$ cat src/tpm_pkg.sv
/*
  Constants for the 16-bit waveform timer: register indexes, control field
  positions, reset values and the counter reload values of the pulse modes.
  Assumes an 8-bit register port with a 4-bit register index.
*/
package tpm_pkg;
  // Register indexes on the byte port
  localparam logic [3:0] A_CTRL1 = 4'h0;
  localparam logic [3:0] A_CTRL2 = 4'h1;
  localparam logic [3:0] A_STAT = 4'h2;
  localparam logic [3:0] A_IC1H = 4'h3;
  localparam logic [3:0] A_IC1L = 4'h4;
  localparam logic [3:0] A_OC1H = 4'h5;
  localparam logic [3:0] A_OC1L = 4'h6;
  localparam logic [3:0] A_OC2H = 4'h7;
  localparam logic [3:0] A_OC2L = 4'h8;
  localparam logic [3:0] A_CNTH = 4'h9;
  localparam logic [3:0] A_CNTL = 4'ha;
  localparam logic [3:0] A_IC2H = 4'hb;
  localparam logic [3:0] A_IC2L = 4'hc;
  // Control register 1 fields
  localparam int B_CAPTURE_IRQ_ENABLE = 7;
  localparam int B_COMPARE_PIN_ENABLE = 6;
  localparam int B_TOIE = 5;
  localparam int B_FORCE2 = 4;
  localparam int B_FORCE1 = 3;
  localparam int B_LVL2 = 2;
  localparam int B_EDGE1 = 1;
  localparam int B_LVL1 = 0;
  // Control register 2 fields
  localparam int B_OC1E = 7;
  localparam int B_OC2E = 6;
  localparam int B_OPM = 5;
  localparam int B_PWM = 4;
  localparam int B_CC_HI = 3;
  localparam int B_CC_LO = 2;
  localparam int B_EDGE2 = 1;
  localparam int B_EXEDG = 0;
  // Status flag vector order: capture 1, compare 1, overflow, capture 2, compare 2
  localparam int F_IC1 = 4;
  localparam int F_OC1 = 3;
  localparam int F_TOF = 2;
  localparam int F_IC2 = 1;
  localparam int F_OC2 = 0;
  localparam int NFLAG = 5;
  // Clock select codes and prescaler masks
  localparam logic [1:0] CC_DIV4 = 2'h0;
  localparam logic [1:0] CC_DIV2 = 2'h1;
  localparam logic [1:0] CC_DIV8 = 2'h2;
  localparam logic [1:0] CC_EXT = 2'h3;
  localparam logic [2:0] M_DIV2 = 3'h1;
  localparam logic [2:0] M_DIV4 = 3'h3;
  localparam logic [2:0] M_DIV8 = 3'h7;
  // Reset and reload values
  localparam logic [7:0] CTRL_RST = 8'h00;
  localparam logic [15:0] CNT_RST = 16'h0000;
  localparam logic [15:0] CNT_MAX = 16'hffff;
  localparam logic [15:0] CNT_RELOAD = 16'hfffc;
  localparam logic [15:0] IC_TRIG_VAL = 16'hfffd;
  localparam logic [15:0] OC_RST = 16'h8000;
  localparam logic [15:0] IC_RST = 16'h0000;
  localparam logic [7:0] RD_NONE = 8'h00;
endpackage

$ cat src/tpm_edge_if.sv
/*
  Carrier between the timer core and its edge detectors: a pin level, the
  selected edge and the one-cycle detect pulse.
  Assumes the pin level is synchronous to the timer clock.
*/
`timescale 1ns/1ps
interface tpm_edge_if;
  logic level;
  logic rise_sel;
  logic pulse;
  modport det (input level, input rise_sel, output pulse);
  modport user (output level, output rise_sel, input pulse);
endinterface

$ cat src/tpm_edge_det.sv
/*
  Edge detector: pulses for one cycle on the selected transition of a pin.
  Assumes a synchronous pin level; keeps running during halt so that an
  edge seen in halt can arm a capture.
*/
`timescale 1ns/1ps
module tpm_edge_det
  import tpm_pkg::*;
(
  input wire logic i_clk,
  input wire logic i_reset_n,
  tpm_edge_if.det port
);
  logic prev;

  // Previous pin level
  always_ff @(posedge i_clk or negedge i_reset_n)
  begin
    if (!i_reset_n)
      prev <= 1'b0;
    else
      prev <= port.level;
  end

  // Rising or falling transition as selected
  assign port.pulse = port.rise_sel ? (port.level & ~prev) : (~port.level & prev);
endmodule

$ cat src/tpm_timer.sv
/*
  16-bit free-running timer with forced compare, one-pulse and double-buffered
  PWM waveform modes, captures, and wait/halt behaviour.
  Assumes synchronous pins, an 8-bit register port with data one cycle after
  the read strobe, and a system that drives halt, wait and the global mask.
*/
//
// Behaviour
// - Force bit set copies its level bit onto the compare pin continuously.
// - A forced pin change never sets a compare flag.
// - Force bits do nothing in one-pulse or PWM mode.
// - One-pulse trigger edge: counter FFFCh, pin takes level 2, capture 1 flag, FFFDh.
// - The one-pulse trigger flag requests an interrupt when capture enable is set.
// - Capture flag clears after status read then low-byte access.
// - One-pulse: counter equal to compare 1 puts level 1 on the pin.
// - One-pulse: compare flag 1 never set; compare flag 2 still works.
// - One-pulse and PWM both selected means PWM only.
// - Equal level bits give a constant pin in pulse modes.
// - One-pulse: input 1 captures nothing, input 2 still captures.
// - One-pulse: compare 2 flags time but drives no pin.
// - Pulse and period last compare value plus five ticks.
// - PWM: compare 2 match reloads counter with FFFCh.
// - PWM: compare writes take effect at the compare 2 match.
// - PWM: pin takes level 1 on compare 1, level 2 on compare 2.
// - High byte write disables that compare until its low byte is written.
// - PWM: compare flags never set by hardware.
// - PWM: compare 2 match sets capture flag 1, interrupt if enabled and unmasked.
// - PWM: input 1 disconnected, input 2 still captures.
// - Wait: timer runs on; enabled interrupt wakes the device.
// - Halt freezes registers; counting resumes from held count after interrupt wake.
// - Capture edge in halt arms; wake sets flag and captures count.
// - Clock select 00 /4, 01 /2, 10 /8, 11 external edge.
`timescale 1ns/1ps
module tpm_timer
  import tpm_pkg::*;
(
  input wire logic i_clk,
  input wire logic i_reset_n,
  input wire logic [3:0] i_addr,
  input wire logic [7:0] i_wdata,
  input wire logic i_wr,
  input wire logic i_rd,
  output logic [7:0] o_rdata,
  input wire logic i_capture_input_pin_1,
  input wire logic i_capture_input_pin_2,
  input wire logic i_ext_clk,
  input wire logic i_halt,
  input wire logic i_wait,
  input wire logic i_irq_mask,
  output logic o_compare_pin_1,
  output logic o_compare_pin_1_oe,
  output logic o_compare_pin_2,
  output logic o_compare_pin_2_oe,
  output logic o_timer_irq,
  output logic o_wait_wake
);
  logic [7:0] ctrl1;
  logic [7:0] ctrl2;
  logic [15:0] cnt;
  logic [2:0] div;
  logic [15:0] cap1;
  logic [15:0] cap2;
  logic [15:0] oc1_wr;
  logic [15:0] oc2_wr;
  logic [15:0] oc1_act;
  logic [15:0] oc2_act;
  logic oc1_inh;
  logic oc2_inh;
  logic cap1_inh;
  logic cap2_inh;
  logic [NFLAG-1:0] flags;
  logic [NFLAG-1:0] seen;
  logic [1:0] arm;
  logic halt_q;
  logic pin1;
  logic pin2;
  logic [7:0] rd_val;

  //////////////////////////////////////////////////////////////////////////////
  // Edge detectors for the two capture pins and the external clock
  tpm_edge_if e1 ();
  tpm_edge_if e2 ();
  tpm_edge_if ex ();
  assign e1.level = i_capture_input_pin_1;
  assign e1.rise_sel = ctrl1[B_EDGE1];
  assign e2.level = i_capture_input_pin_2;
  assign e2.rise_sel = ctrl2[B_EDGE2];
  assign ex.level = i_ext_clk;
  assign ex.rise_sel = ctrl2[B_EXEDG];
  tpm_edge_det u_edge1 (.i_clk(i_clk), .i_reset_n(i_reset_n), .port(e1));
  tpm_edge_det u_edge2 (.i_clk(i_clk), .i_reset_n(i_reset_n), .port(e2));
  tpm_edge_det u_edgex (.i_clk(i_clk), .i_reset_n(i_reset_n), .port(ex));

  //////////////////////////////////////////////////////////////////////////////
  // Mode decode; PWM wins over one-pulse
  wire pwm_mode = ctrl2[B_PWM];
  wire opm_mode = ctrl2[B_OPM] & ~pwm_mode;
  wire norm_mode = ~opm_mode & ~pwm_mode;
  wire run = ~i_halt;
  wire wake = halt_q & ~i_halt;
  wire [1:0] cc = ctrl2[B_CC_HI:B_CC_LO];
  wire lvl1 = ctrl1[B_LVL1];
  wire lvl2 = ctrl1[B_LVL2];

  // Tick selection from the prescaler or the external clock edge
  wire [2:0] div_mask = (cc == CC_DIV2) ? M_DIV2 : (cc == CC_DIV8) ? M_DIV8 : M_DIV4;
  wire tick = run & ((cc == CC_EXT) ? ex.pulse : ((div & div_mask) == div_mask));

  // Compare matches, suppressed while a high byte write is pending
  wire hit1 = tick & (cnt == oc1_act) & ~oc1_inh;
  wire hit2 = tick & (cnt == oc2_act) & ~oc2_inh;
  wire trig = run & opm_mode & e1.pulse;
  wire cap1_take = run & norm_mode & e1.pulse & ~cap1_inh;
  wire cap2_take = run & e2.pulse & ~cap2_inh;
  wire reload = trig | (pwm_mode & hit2);

  // Register access decode
  wire wr_ctrl1 = i_wr & (i_addr == A_CTRL1);
  wire wr_ctrl2 = i_wr & (i_addr == A_CTRL2);
  wire rd_stat = i_rd & (i_addr == A_STAT);
  wire acc = i_wr | i_rd;
  wire wr_oc1h = i_wr & (i_addr == A_OC1H);
  wire wr_oc1l = i_wr & (i_addr == A_OC1L);
  wire wr_oc2h = i_wr & (i_addr == A_OC2H);
  wire wr_oc2l = i_wr & (i_addr == A_OC2L);
  wire [NFLAG-1:0] low_acc = {acc & (i_addr == A_IC1L), acc & (i_addr == A_OC1L),
    i_rd & (i_addr == A_CNTL), acc & (i_addr == A_IC2L), acc & (i_addr == A_OC2L)};

  // Flag set terms
  wire [NFLAG-1:0] flag_set;
  assign flag_set[F_IC1] = trig | cap1_take | (run & pwm_mode & hit2) | (wake & arm[0]);
  assign flag_set[F_OC1] = run & norm_mode & hit1;
  assign flag_set[F_TOF] = tick & ~reload & (cnt == CNT_MAX);
  assign flag_set[F_IC2] = cap2_take | (wake & arm[1]);
  assign flag_set[F_OC2] = run & ~pwm_mode & hit2;
  wire [NFLAG-1:0] flag_clr = low_acc & seen;
  wire [NFLAG-1:0] next_flags = (flags & ~flag_clr) | flag_set;

  //////////////////////////////////////////////////////////////////////////////
  // Control registers
  always_ff @(posedge i_clk or negedge i_reset_n)
  begin
    if (!i_reset_n)
    begin
      ctrl1 <= CTRL_RST;
      ctrl2 <= CTRL_RST;
    end
    else
    begin
      if (wr_ctrl1)
        ctrl1 <= i_wdata;
      if (wr_ctrl2)
        ctrl2 <= i_wdata;
    end
  end

  // Prescaler and counter, frozen during halt
  always_ff @(posedge i_clk or negedge i_reset_n)
  begin
    if (!i_reset_n)
    begin
      div <= 3'h0;
      cnt <= CNT_RST;
    end
    else if (run)
    begin
      div <= div + 3'h1;
      if (reload)
        cnt <= CNT_RELOAD;
      else if (tick)
        cnt <= cnt + 16'h0001;
    end
  end

  // Status flags; a set in the clearing cycle wins
  always_ff @(posedge i_clk or negedge i_reset_n)
  begin
    if (!i_reset_n)
    begin
      flags <= '0;
      seen <= '0;
    end
    else
    begin
      flags <= next_flags;
      seen <= rd_stat ? flags : (seen & ~flag_clr);
    end
  end

  // Halt capture arming and exit detection
  always_ff @(posedge i_clk or negedge i_reset_n)
  begin
    if (!i_reset_n)
    begin
      halt_q <= 1'b0;
      arm <= 2'h0;
    end
    else
    begin
      halt_q <= i_halt;
      if (wake)
        arm <= 2'h0;
      else if (i_halt)
        arm <= arm | {e2.pulse & ~cap2_inh, e1.pulse & norm_mode & ~cap1_inh};
    end
  end

  // Capture registers and their high-byte read inhibit
  always_ff @(posedge i_clk or negedge i_reset_n)
  begin
    if (!i_reset_n)
    begin
      cap1 <= IC_RST;
      cap2 <= IC_RST;
      cap1_inh <= 1'b0;
      cap2_inh <= 1'b0;
    end
    else
    begin
      if (trig)
        cap1 <= IC_TRIG_VAL;
      else if (cap1_take | (wake & arm[0]))
        cap1 <= cnt;
      if (cap2_take | (wake & arm[1]))
        cap2 <= cnt;
      if (i_rd & (i_addr == A_IC1H))
        cap1_inh <= 1'b1;
      else if (i_rd & (i_addr == A_IC1L))
        cap1_inh <= 1'b0;
      if (i_rd & (i_addr == A_IC2H))
        cap2_inh <= 1'b1;
      else if (i_rd & (i_addr == A_IC2L))
        cap2_inh <= 1'b0;
    end
  end

  // Compare registers: written copies, active copies and write inhibit
  always_ff @(posedge i_clk or negedge i_reset_n)
  begin
    if (!i_reset_n)
    begin
      oc1_wr <= OC_RST;
      oc2_wr <= OC_RST;
      oc1_inh <= 1'b0;
      oc2_inh <= 1'b0;
    end
    else
    begin
      if (wr_oc1h)
        oc1_wr[15:8] <= i_wdata;
      if (wr_oc1l)
        oc1_wr[7:0] <= i_wdata;
      if (wr_oc2h)
        oc2_wr[15:8] <= i_wdata;
      if (wr_oc2l)
        oc2_wr[7:0] <= i_wdata;
      oc1_inh <= wr_oc1h | (oc1_inh & ~wr_oc1l);
      oc2_inh <= wr_oc2h | (oc2_inh & ~wr_oc2l);
    end
  end

  // Active compare values follow writes, except in PWM where they load per period
  always_ff @(posedge i_clk or negedge i_reset_n)
  begin
    if (!i_reset_n)
    begin
      oc1_act <= OC_RST;
      oc2_act <= OC_RST;
    end
    else if (!pwm_mode || hit2)
    begin
      oc1_act <= oc1_wr;
      oc2_act <= oc2_wr;
    end
  end

  //////////////////////////////////////////////////////////////////////////////
  // Compare pin latches, low from reset
  wire force1 = norm_mode & ctrl1[B_FORCE1];
  wire force2 = norm_mode & ctrl1[B_FORCE2];
  wire [1:0] pin1_src = {opm_mode & trig | pwm_mode & hit2,
    (opm_mode | pwm_mode) & hit1 | norm_mode & (hit1 | force1)};
  always_ff @(posedge i_clk or negedge i_reset_n)
  begin
    if (!i_reset_n)
    begin
      pin1 <= 1'b0;
      pin2 <= 1'b0;
    end
    else if (run)
    begin
      if (pin1_src[1])
        pin1 <= lvl2;
      else if (pin1_src[0])
        pin1 <= lvl1;
      if (norm_mode & (hit2 | force2))
        pin2 <= lvl2;
    end
  end
  assign o_compare_pin_1 = pin1;
  assign o_compare_pin_2 = pin2;
  assign o_compare_pin_1_oe = ctrl2[B_OC1E];
  assign o_compare_pin_2_oe = ctrl2[B_OC2E];

  // Interrupt request and wait wake-up
  wire irq_src = (ctrl1[B_CAPTURE_IRQ_ENABLE] & (flags[F_IC1] | flags[F_IC2]))
    | (ctrl1[B_COMPARE_PIN_ENABLE] & (flags[F_OC1] | flags[F_OC2])) | (ctrl1[B_TOIE] & flags[F_TOF]);
  assign o_timer_irq = irq_src & ~i_irq_mask;
  assign o_wait_wake = i_wait & o_timer_irq;

  //////////////////////////////////////////////////////////////////////////////
  // Read data selection
  always_comb
  begin
    case (i_addr)
      A_CTRL1: rd_val = ctrl1;
      A_CTRL2: rd_val = ctrl2;
      A_STAT: rd_val = {flags, 3'h0};
      A_IC1H: rd_val = cap1[15:8];
      A_IC1L: rd_val = cap1[7:0];
      A_OC1H: rd_val = oc1_wr[15:8];
      A_OC1L: rd_val = oc1_wr[7:0];
      A_OC2H: rd_val = oc2_wr[15:8];
      A_OC2L: rd_val = oc2_wr[7:0];
      A_CNTH: rd_val = cnt[15:8];
      A_CNTL: rd_val = cnt[7:0];
      A_IC2H: rd_val = cap2[15:8];
      A_IC2L: rd_val = cap2[7:0];
      default: rd_val = RD_NONE;
    endcase
  end

  // Read data register, valid the cycle after the strobe
  always_ff @(posedge i_clk or negedge i_reset_n)
  begin
    if (!i_reset_n)
      o_rdata <= RD_NONE;
    else
      o_rdata <= i_rd ? rd_val : RD_NONE;
  end
endmodule

$ cat config.mk
export PLATFORM = sky130hd
export DESIGN_NAME = tpm_timer
export DESIGN_NICKNAME = d
export VERILOG_FILES = /design/src/tpm_pkg.sv /design/src/tpm_edge_if.sv /design/src/tpm_edge_det.sv /design/src/tpm_timer.sv
export SDC_FILE = /design/constraint.sdc
export NUM_CORES = 1
export LEC_CHECK = 0
export BUFFER_PORTS_ARGS = -buffer_cell sky130_fd_sc_hd__buf_2
export CAP_MARGIN = 10
export CORE_MARGIN = 4
export CORE_UTILIZATION = 56
export DETAILED_ROUTE_END_ITERATION = 6
export PLACE_DENSITY = 0.76
export SKIP_CTS_REPAIR_TIMING = 1
export SLEW_MARGIN = 10
export SYNTH_ARGS = -nofsm -noshare
export SYNTH_HDL_FRONTEND = slang
export SYNTH_SLANG_ARGS = --single-unit
$ cat constraint.sdc
create_clock -name i_clk -period 1.9 [get_ports i_clk]
set_clock_uncertainty 0.05 [all_clocks]
set_input_delay 0.38 -clock i_clk [delete_from_list [all_inputs] [get_ports i_clk]]
set_output_delay 0.38 -clock i_clk [all_outputs]
set_load 0.02 [all_outputs]
==> impl_results.md, run 1 <==
- RSZ-0062 raised after global routing: true
- Die area: 0.0166 mm2
- Remaining antenna violation count: 0
- Largest net degree at the start of global routing: 48
- P&R area growth vs syn: 26.4%
- TritonCTS Buffers: 17
- GP Congestion: 0.985
- Slowest Stage Delay on Critical Path: approximately 0.56 ns
- Final HPWL DP: 19200 um
- First-pass GRT wire length: 40600 um
- Share of layout cells above drive strength 1: 41.4%
- Distinct cells, synth: between 70 and 80
- I/O pins: 36
- Via count: 6803
- Ys flop type: dfrtp_1
- Starting density of the core: 58.1%
- Period utilisation layout: 118%
- CTS clk-pin slew, worst paths: approximately 0.07 ns
- Finished Cell Area: 0.0104 mm2
- Slew headroom: 51.9%
- Reg2Reg Depth: 8
- Final #Nets: 880
- Hold Path Depth: 1
- Final worst setup slack: -0.340 ns
- Outcome: finished with violations
- CP cell instances: xnor2_1 -> nand3_1 -> nor4_4 -> buf_4 -> nand3_4 -> nand2_8 -> clkbuf_16 -> mux2_4
- Syn Nets: 742
- DR vias/cell: 6.49
- CP Launch Type: flop
- Most frequent cell after synthesis: dfrtp_1
- Commonest cells in the synthesized netlist: dfrtp_1 (157), mux2_2 (71), nand2_1 (61)
- Drt wl/cell: roughly 26 um
- Worst-Margin Slew: 0.717 ns
- Worst R2R End: oc1_act[12]$_DFFE_PN0P_
- CTS root buffer: clkbuf_16
- Total iterations of the first detailed-routing run: 7
- Mapped Cells: 718
- Vias in the first global route: between 6k and 7k
- Max FO, Critical Path: 6
- H-tree levels: 4
- Synth Register Bits: 161
- PD cells: 1380 mW/mm2
- Final number of hold-violating endpoints: 0
- Top post-synthesis cells by area: dfrtp_1 (48%), mux2_2 (9.8%), mux2_4 (5.5%), xnor2_1 (3.1%), nand2_1 (2.8%)
- Tot GR Track Use: 33.2%
- Die H: 129 um
- Core ar.: 0.0141 mm2
- Synth top area share: 48.0%
- Worst-Skew Late Latency: 0.44 ns
- Arrival @ worst endpoint: 2.51 ns
- Post-Layout Cell Count: 1049
- Post-layout util: roughly three quarters
- Hold Path Class: in -> reg
- DR iter-0 viols: approximately 720
- Post-synthesis sequential area ratio: 49.3%
- Final count of negative-setup-slack endpoints: 53
- # port buffers: 35
- Clk sinks: 161
- Number of cell rows: 43
- Origin of the critical flop-to-flop path: oc2_act[15]$_DFFE_PN1P_
- Post-synth EDFFs: 0
- CTS tree: built
- Mapped cell area: a little over 0.008 mm2
- Synth Warn #: 0
- Worst path bufs/invs: 2
- Max Clk Rate: ~450 MHz
- # Max-Cap Violations: 0
- Worst setup path class: reg -> reg
- DRC violations left: 24
- Failing checks: DRC, setup timing
- Cell family with most CP delay: simple AND/OR/NAND/NOR gates
- VDD IR-drop max: approximately 0.97 mV
- Hold Path End: u_edge2.prev$_DFF_PN0_
- WL final: around 27000 um
- Die span in x: 129 um
- Data required, critical path: 2.17 ns
- LEAKAGE: 0.00467 uW
- Grt total ovfl: 0
- N_diodes: 0
- Post-layout min period: 2.24 ns
- Avg Cell Area, Syn: 11.4 um2
- Design Power: ~14000 uW
- CTS Buffer Depth: 2
- Post-DP Area: 0.00952 mm2
- Crit-path slowest cell: dfstp_2
- Slew Limit Fails: 0
- Post-synth ARST share: 100%
- Largest area contributor in the netlist: dfrtp_1
- Initial antenna violation count: 1
- Final setup TNS: -13.86 ns
- Placed cell count: 1009
- CP Capture Type: flop
- Hold Crit Start: i_capture_input_pin_2
- R2r setup slk: -0.34 ns
## layer usage
metal / GRT usage [%] / up-vias / routed length [um]
met2: 51.8 / 391 / 12600
met3: 10.1 / 73 / 2750
li1: - / 2902 / -
met4: 9.94 / 2 / 846
met1: 45.0 / 3435 / 10800
met5: 0 / - / 19
## cells by family after synthesis
kind of cell | after synthesis | synth area share [%]
DFF | 161 | 49.3
AOI/OAI and AO/OA | 148 | 12.7
and+or+nand+nor | 189 | 12.0
buffers and inverters | 68 | 4.34
muxes | 118 | 18.0
adders and majority gates | 2 | 0.305
xor gates and xnor gates | 32 | 3.42
## power by group
group	internal, uW	switching, uW
logic	2800	2470
registers	4550	1120
clock network	1780	1620
total	9130	5200
## layout by cell type (no fill, tap or decap), types with 6 or more instances in the layout
cell / instances
dfrtp_1: 154
buf_4: 113
mux2_2: 68
nand2_1: 61
nor2_1: 36
mux2_4: 33
buf_2: 33
a21oi_1: 29
xnor2_1: 25
nand3_1: 23
a31oi_1: 22
clkbuf_16: 18
buf_12: 15
o21ai_0: 14
inv_1: 13
mux2i_1: 12
and3_1: 10
buf_6: 9
a22oi_1: 8
nand2b_1: 7
nor3_1: 7
a21o_1: 6
nand4_1: 6
## registers in the layout, summed over array words and instances (netlist names), 2 cells and up
register  cells
oc1_wr       16
o_rdata       8
oc2_wr       16
div           3
cap2         16
oc2_act      16
ctrl1         8
cap1         16
cnt          16
arm           2
ctrl2         8
oc1_act      16
flags         5
seen          5
## worst register-to-register path: stages, from the launching register on
cell and delay [ns]:
dfstp_2 0.56, xnor2_1 0.13, nand3_1 0.19, nor4_4 0.24
buf_4 0.19, nand3_4 0.14, nand2_8 0.16, clkbuf_16 0.17
mux2_4 0.30
## stage by stage
| stage | worst slack (ns) | hold slack [ns] |
|---|---|---|
| 2_1_floorplan | -0.150 | 0.0344 |
| 3_3_place_gp | -0.248 | 0.214 |
| 3_5_place_dp | -0.289 | 0.218 |
| 4_1_cts | -0.318 | -0.239 |
| 5_1_grt | -0.387 | 0.0237 |
| 6_report | -0.340 | 0.0329 |
## worst max-delay path by stage
stage                                       start                 endpoint  slack (ns)  cells after the start
after detailed placement       cnt[0]$_DFFE_PN0P_      cnt[14]$_DFFE_PN0P_       -0.29                      8
after CTS                      cnt[0]$_DFFE_PN0P_      cnt[14]$_DFFE_PN0P_       -0.32                      8
after global routing       oc2_act[3]$_DFFE_PN0P_  oc1_act[12]$_DFFE_PN0P_       -0.39                      8
final                     oc2_act[15]$_DFFE_PN1P_  oc1_act[12]$_DFFE_PN0P_       -0.34                      8
after floorplan               cnt[13]$_DFFE_PN0P_   oc1_act[0]$_DFFE_PN0P_       -0.15                      8
after global placement         cnt[0]$_DFFE_PN0P_      cnt[14]$_DFFE_PN0P_       -0.25                      8
## cell type report
type / instances / area [um2]
Sequential cell: 161 / 4040
Clock buffer: 18 / 439
Fill cell: 962 / 3740
Tap cell: 180 / 225
Timing Repair Buffer: 172 / 1450
Clock inverter: 14 / 141
Inverter: 15 / 56.3
Multi-Input combinational cell: 489 / 4000
No activity file was read; power rests on OpenSTA's default activity.
==> inputs of run 2 (changes only) <==
- SETUP_SLACK_MARGIN: not set -> 0.3
==> run 2 against run 1 <==
Effect of this change: the run still ends with DRC, setup timing left; sequential share of layout area shrank 2.7 points; die area is the same; via count grew 3.2%; final cell count grew 3.1%; clock-buffer cell count grew 1; global-route usage shrank 0.40 points; flip-flop and latch count is the same; clock power is essentially flat; largest cell class is now multi-input combinational cells; largest power group is now combinational logic.
==> impl_results.md, run 2 (synthesis results as in run 1) <==
- Slowest Stage Delay on Critical Path: 0.58 ns (+0.02 ns)
- Initial antenna violation count: 0 (-1)
- CTS Buffer Depth: 2 (unchanged)
- Die span in x: 129 um (unchanged)
- Hold Path Class: in -> reg
- Placed cell count: 1027 (+1.8%)
- CP cell instances: nand2b_1 -> a21oi_2 -> or4_4 -> a311oi_4 -> buf_4 -> clkbuf_16 -> and3_1 -> a211oi_1
- Total iterations of the first detailed-routing run: 7 (unchanged)
- LEAKAGE: 0.00505 uW (+8.2%)
- Final worst setup slack: -0.351 ns (-0.0114 ns)
- Fillcell total: 832 (-14%)
- Final setup TNS: -13.88 ns (-0.0231 ns)
- RSZ-0062 raised after global routing: true
- Most common cell after layout, fill and taps aside: dfrtp_1
- Die area: 0.0166 mm2 (unchanged)
- Grt total ovfl: 0 (unchanged)
- GR Util met2: 50.1% (-1.7 points)
- # port buffers: 35 (unchanged)
- CTS clk-pin slew, worst paths: 0.07 ns (about the same)
- DRC violations left: 18 (-25%)
- GR Util met3: 6.48% (-3.7 points)
- Drt wl/cell: 25.9 um (+0.24%)
- CTS root buffer: clkbuf_16
- Finished Cell Area: 0.0111 mm2 (+7.5%)
- P&R area growth vs syn: 35.8%
- Worst setup path class: reg -> reg
- CP Capture Type: flop
- PD cells: 1360 mW/mm2 (-1.6%)
- Worst-Skew Late Latency: 0.43 ns (about the same)
- Fin Hold WS: 0.0397 ns (+0.00679 ns)
- N_diodes: 0 (unchanged)
- H-tree levels: 4 (unchanged)
- Core ar.: 0.0141 mm2 (unchanged)
- WL final: 28000 um (+3.4%)
- DR iter-0 viols: 751 (+4.6%)
- Data required, critical path: 2.17 ns (about the same)
- Final number of hold-violating endpoints: 0 (unchanged)
- Multi-input gate area: 0.00441 mm2 (+10%)
- Clk sinks: 161 (unchanged)
- Period utilisation layout: 118% (+0.60 points)
- Tot GR Track Use: 32.8% (-0.40 points)
- Largest net degree at the start of global routing: 41 (-15%)
- Die H: 129 um (unchanged)
- I/O pins: 36 (unchanged)
- Starting density of the core: 58.1% (unchanged)
- Share of layout cells above drive strength 1: 50.1% (+8.7 points)
- Final count of negative-setup-slack endpoints: 55 (+3.8%)
- CTS tree: built
- Slew Limit Fails: 0 (unchanged)
- Crit-path slowest cell: or4_4
- Remaining antenna violation count: 0 (unchanged)
- Post-Layout Cell Count: 1082 (+3.1%)
- Outcome: finished with violations
- Commonest cells after routing, fill and taps aside: dfrtp_1 (149), buf_4 (133), mux2_4 (52)
- Arrival @ worst endpoint: 2.52 ns (about the same)
- Final HPWL DP: 19300 um (+0.43%)
- Worst-Margin Slew: 0.465 ns (-0.252 ns)
- Number of cell rows: 43 (unchanged)
- Met1 GRT Util: 47.2% (+2.2 points)
- Failing checks: DRC, setup timing
- Post-DP Area: 0.00975 mm2 (+2.4%)
- Slew headroom: 68.7% (+17 points)
- Post-layout util: 78.9% (+5.5 points)
- Via count: 7024 (+3.2%)
- Max FO, Critical Path: 6 (unchanged)
- Final #Nets: 913 (+3.8%)
- Max Clk Rate: 444 MHz (-0.51%)
- # Max-Cap Violations: 0 (unchanged)
- TritonCTS Buffers: 17 (unchanged)
- Sequential Area: 0.00404 mm2 (+0.16%)
- Vias in the first global route: 6688 (-1.5%)
- GP Congestion: 0.985 (about the same)
- Post-layout min period: 2.25 ns (+0.0114 ns)
- CP Launch Type: flop
- VDD IR-drop max: 0.925 mV (-4.6%)
- First-pass GRT wire length: 40300 um (-0.66%)
- DR vias/cell: 6.49 (about the same)
- Gr busiest metal: met2
[run 2: changes by cell type in the layout (fill, tap and decap cells not counted), sizes merged]
| cell | previous run | this run |
|---|---|---|
| clkinv | 6 | 4 |
| clkbuf | 19 | 26 |
| bufinv | 0 | 1 |
| buf | 170 | 197 |
[run 2: layout make-up]
class,count,share of cell area [%]
repair buffers,205,16.2
multi-input cells,489,39.7
clock buffers,19,3.98
clock inverters,13,1.24
well taps,180,2.02
inverters,15,0.506
flip-flops and latches,161,36.3
[run 2: routing by layer]
layer  share of wire [%]  vias to the layer above  wire, um
met5                   0                        -         0
met1                  40                     3511     11100
met2                  46                      441     12900
li1                    -                     2975         -
met4                 3.6                        0      1010
met3                  11                       97      2990
[run 2: report_power, final]
group,leakage [uW],switching (uW),internal [uW]
sequential,0.00189,1220,4560
combinational,0.00287,2720,3270
clock,0.000285,1510,1890
total,0.00505,5440,9720
[run 2: worst max-delay path: cells and delay by family (launching register included)]
kind / cells / cell delay (ns)
compound gates: 3 / 0.50
buf+inv: 2 / 0.35
flops: 1 / 0.40
simple gates: 3 / 0.83
[run 2: final timing paths]
| check | end | cells past startpoint | slack (ns) | startpoint |
|---|---|---|---|---|
| setup / recovery | cnt[11]$_DFFE_PN0P_ | 8 | -0.35 | ctrl2[3]$_DFFE_PN0P_ |
| hold / removal | u_edge1.prev$_DFF_PN0_ | 1 | 0.04 | i_capture_input_pin_1 |
| setup reg to reg | cnt[11]$_DFFE_PN0P_ | 8 | -0.35 | ctrl2[3]$_DFFE_PN0P_ |
| hold reg to reg | oc2_inh$_DFF_PN0_ | 1 | 0.43 | oc2_inh$_DFF_PN0_ |
| max in group asynchronous | oc1_wr[15]$_DFFE_PN1P_ | 3 | 0.77 | i_reset_n |
| min in group asynchronous | cap2[3]$_DFFE_PN0P_ | 2 | 0.36 | i_reset_n |
[run 2: stage by stage]
step	worst slack [ns]	total power, uW
3_5_place_dp	-0.327	10600
6_report	-0.351	15200
2_1_floorplan	-0.150	8490
4_1_cts	-0.336	14000
3_3_place_gp	-0.308	10400
5_1_grt	-0.426	15700
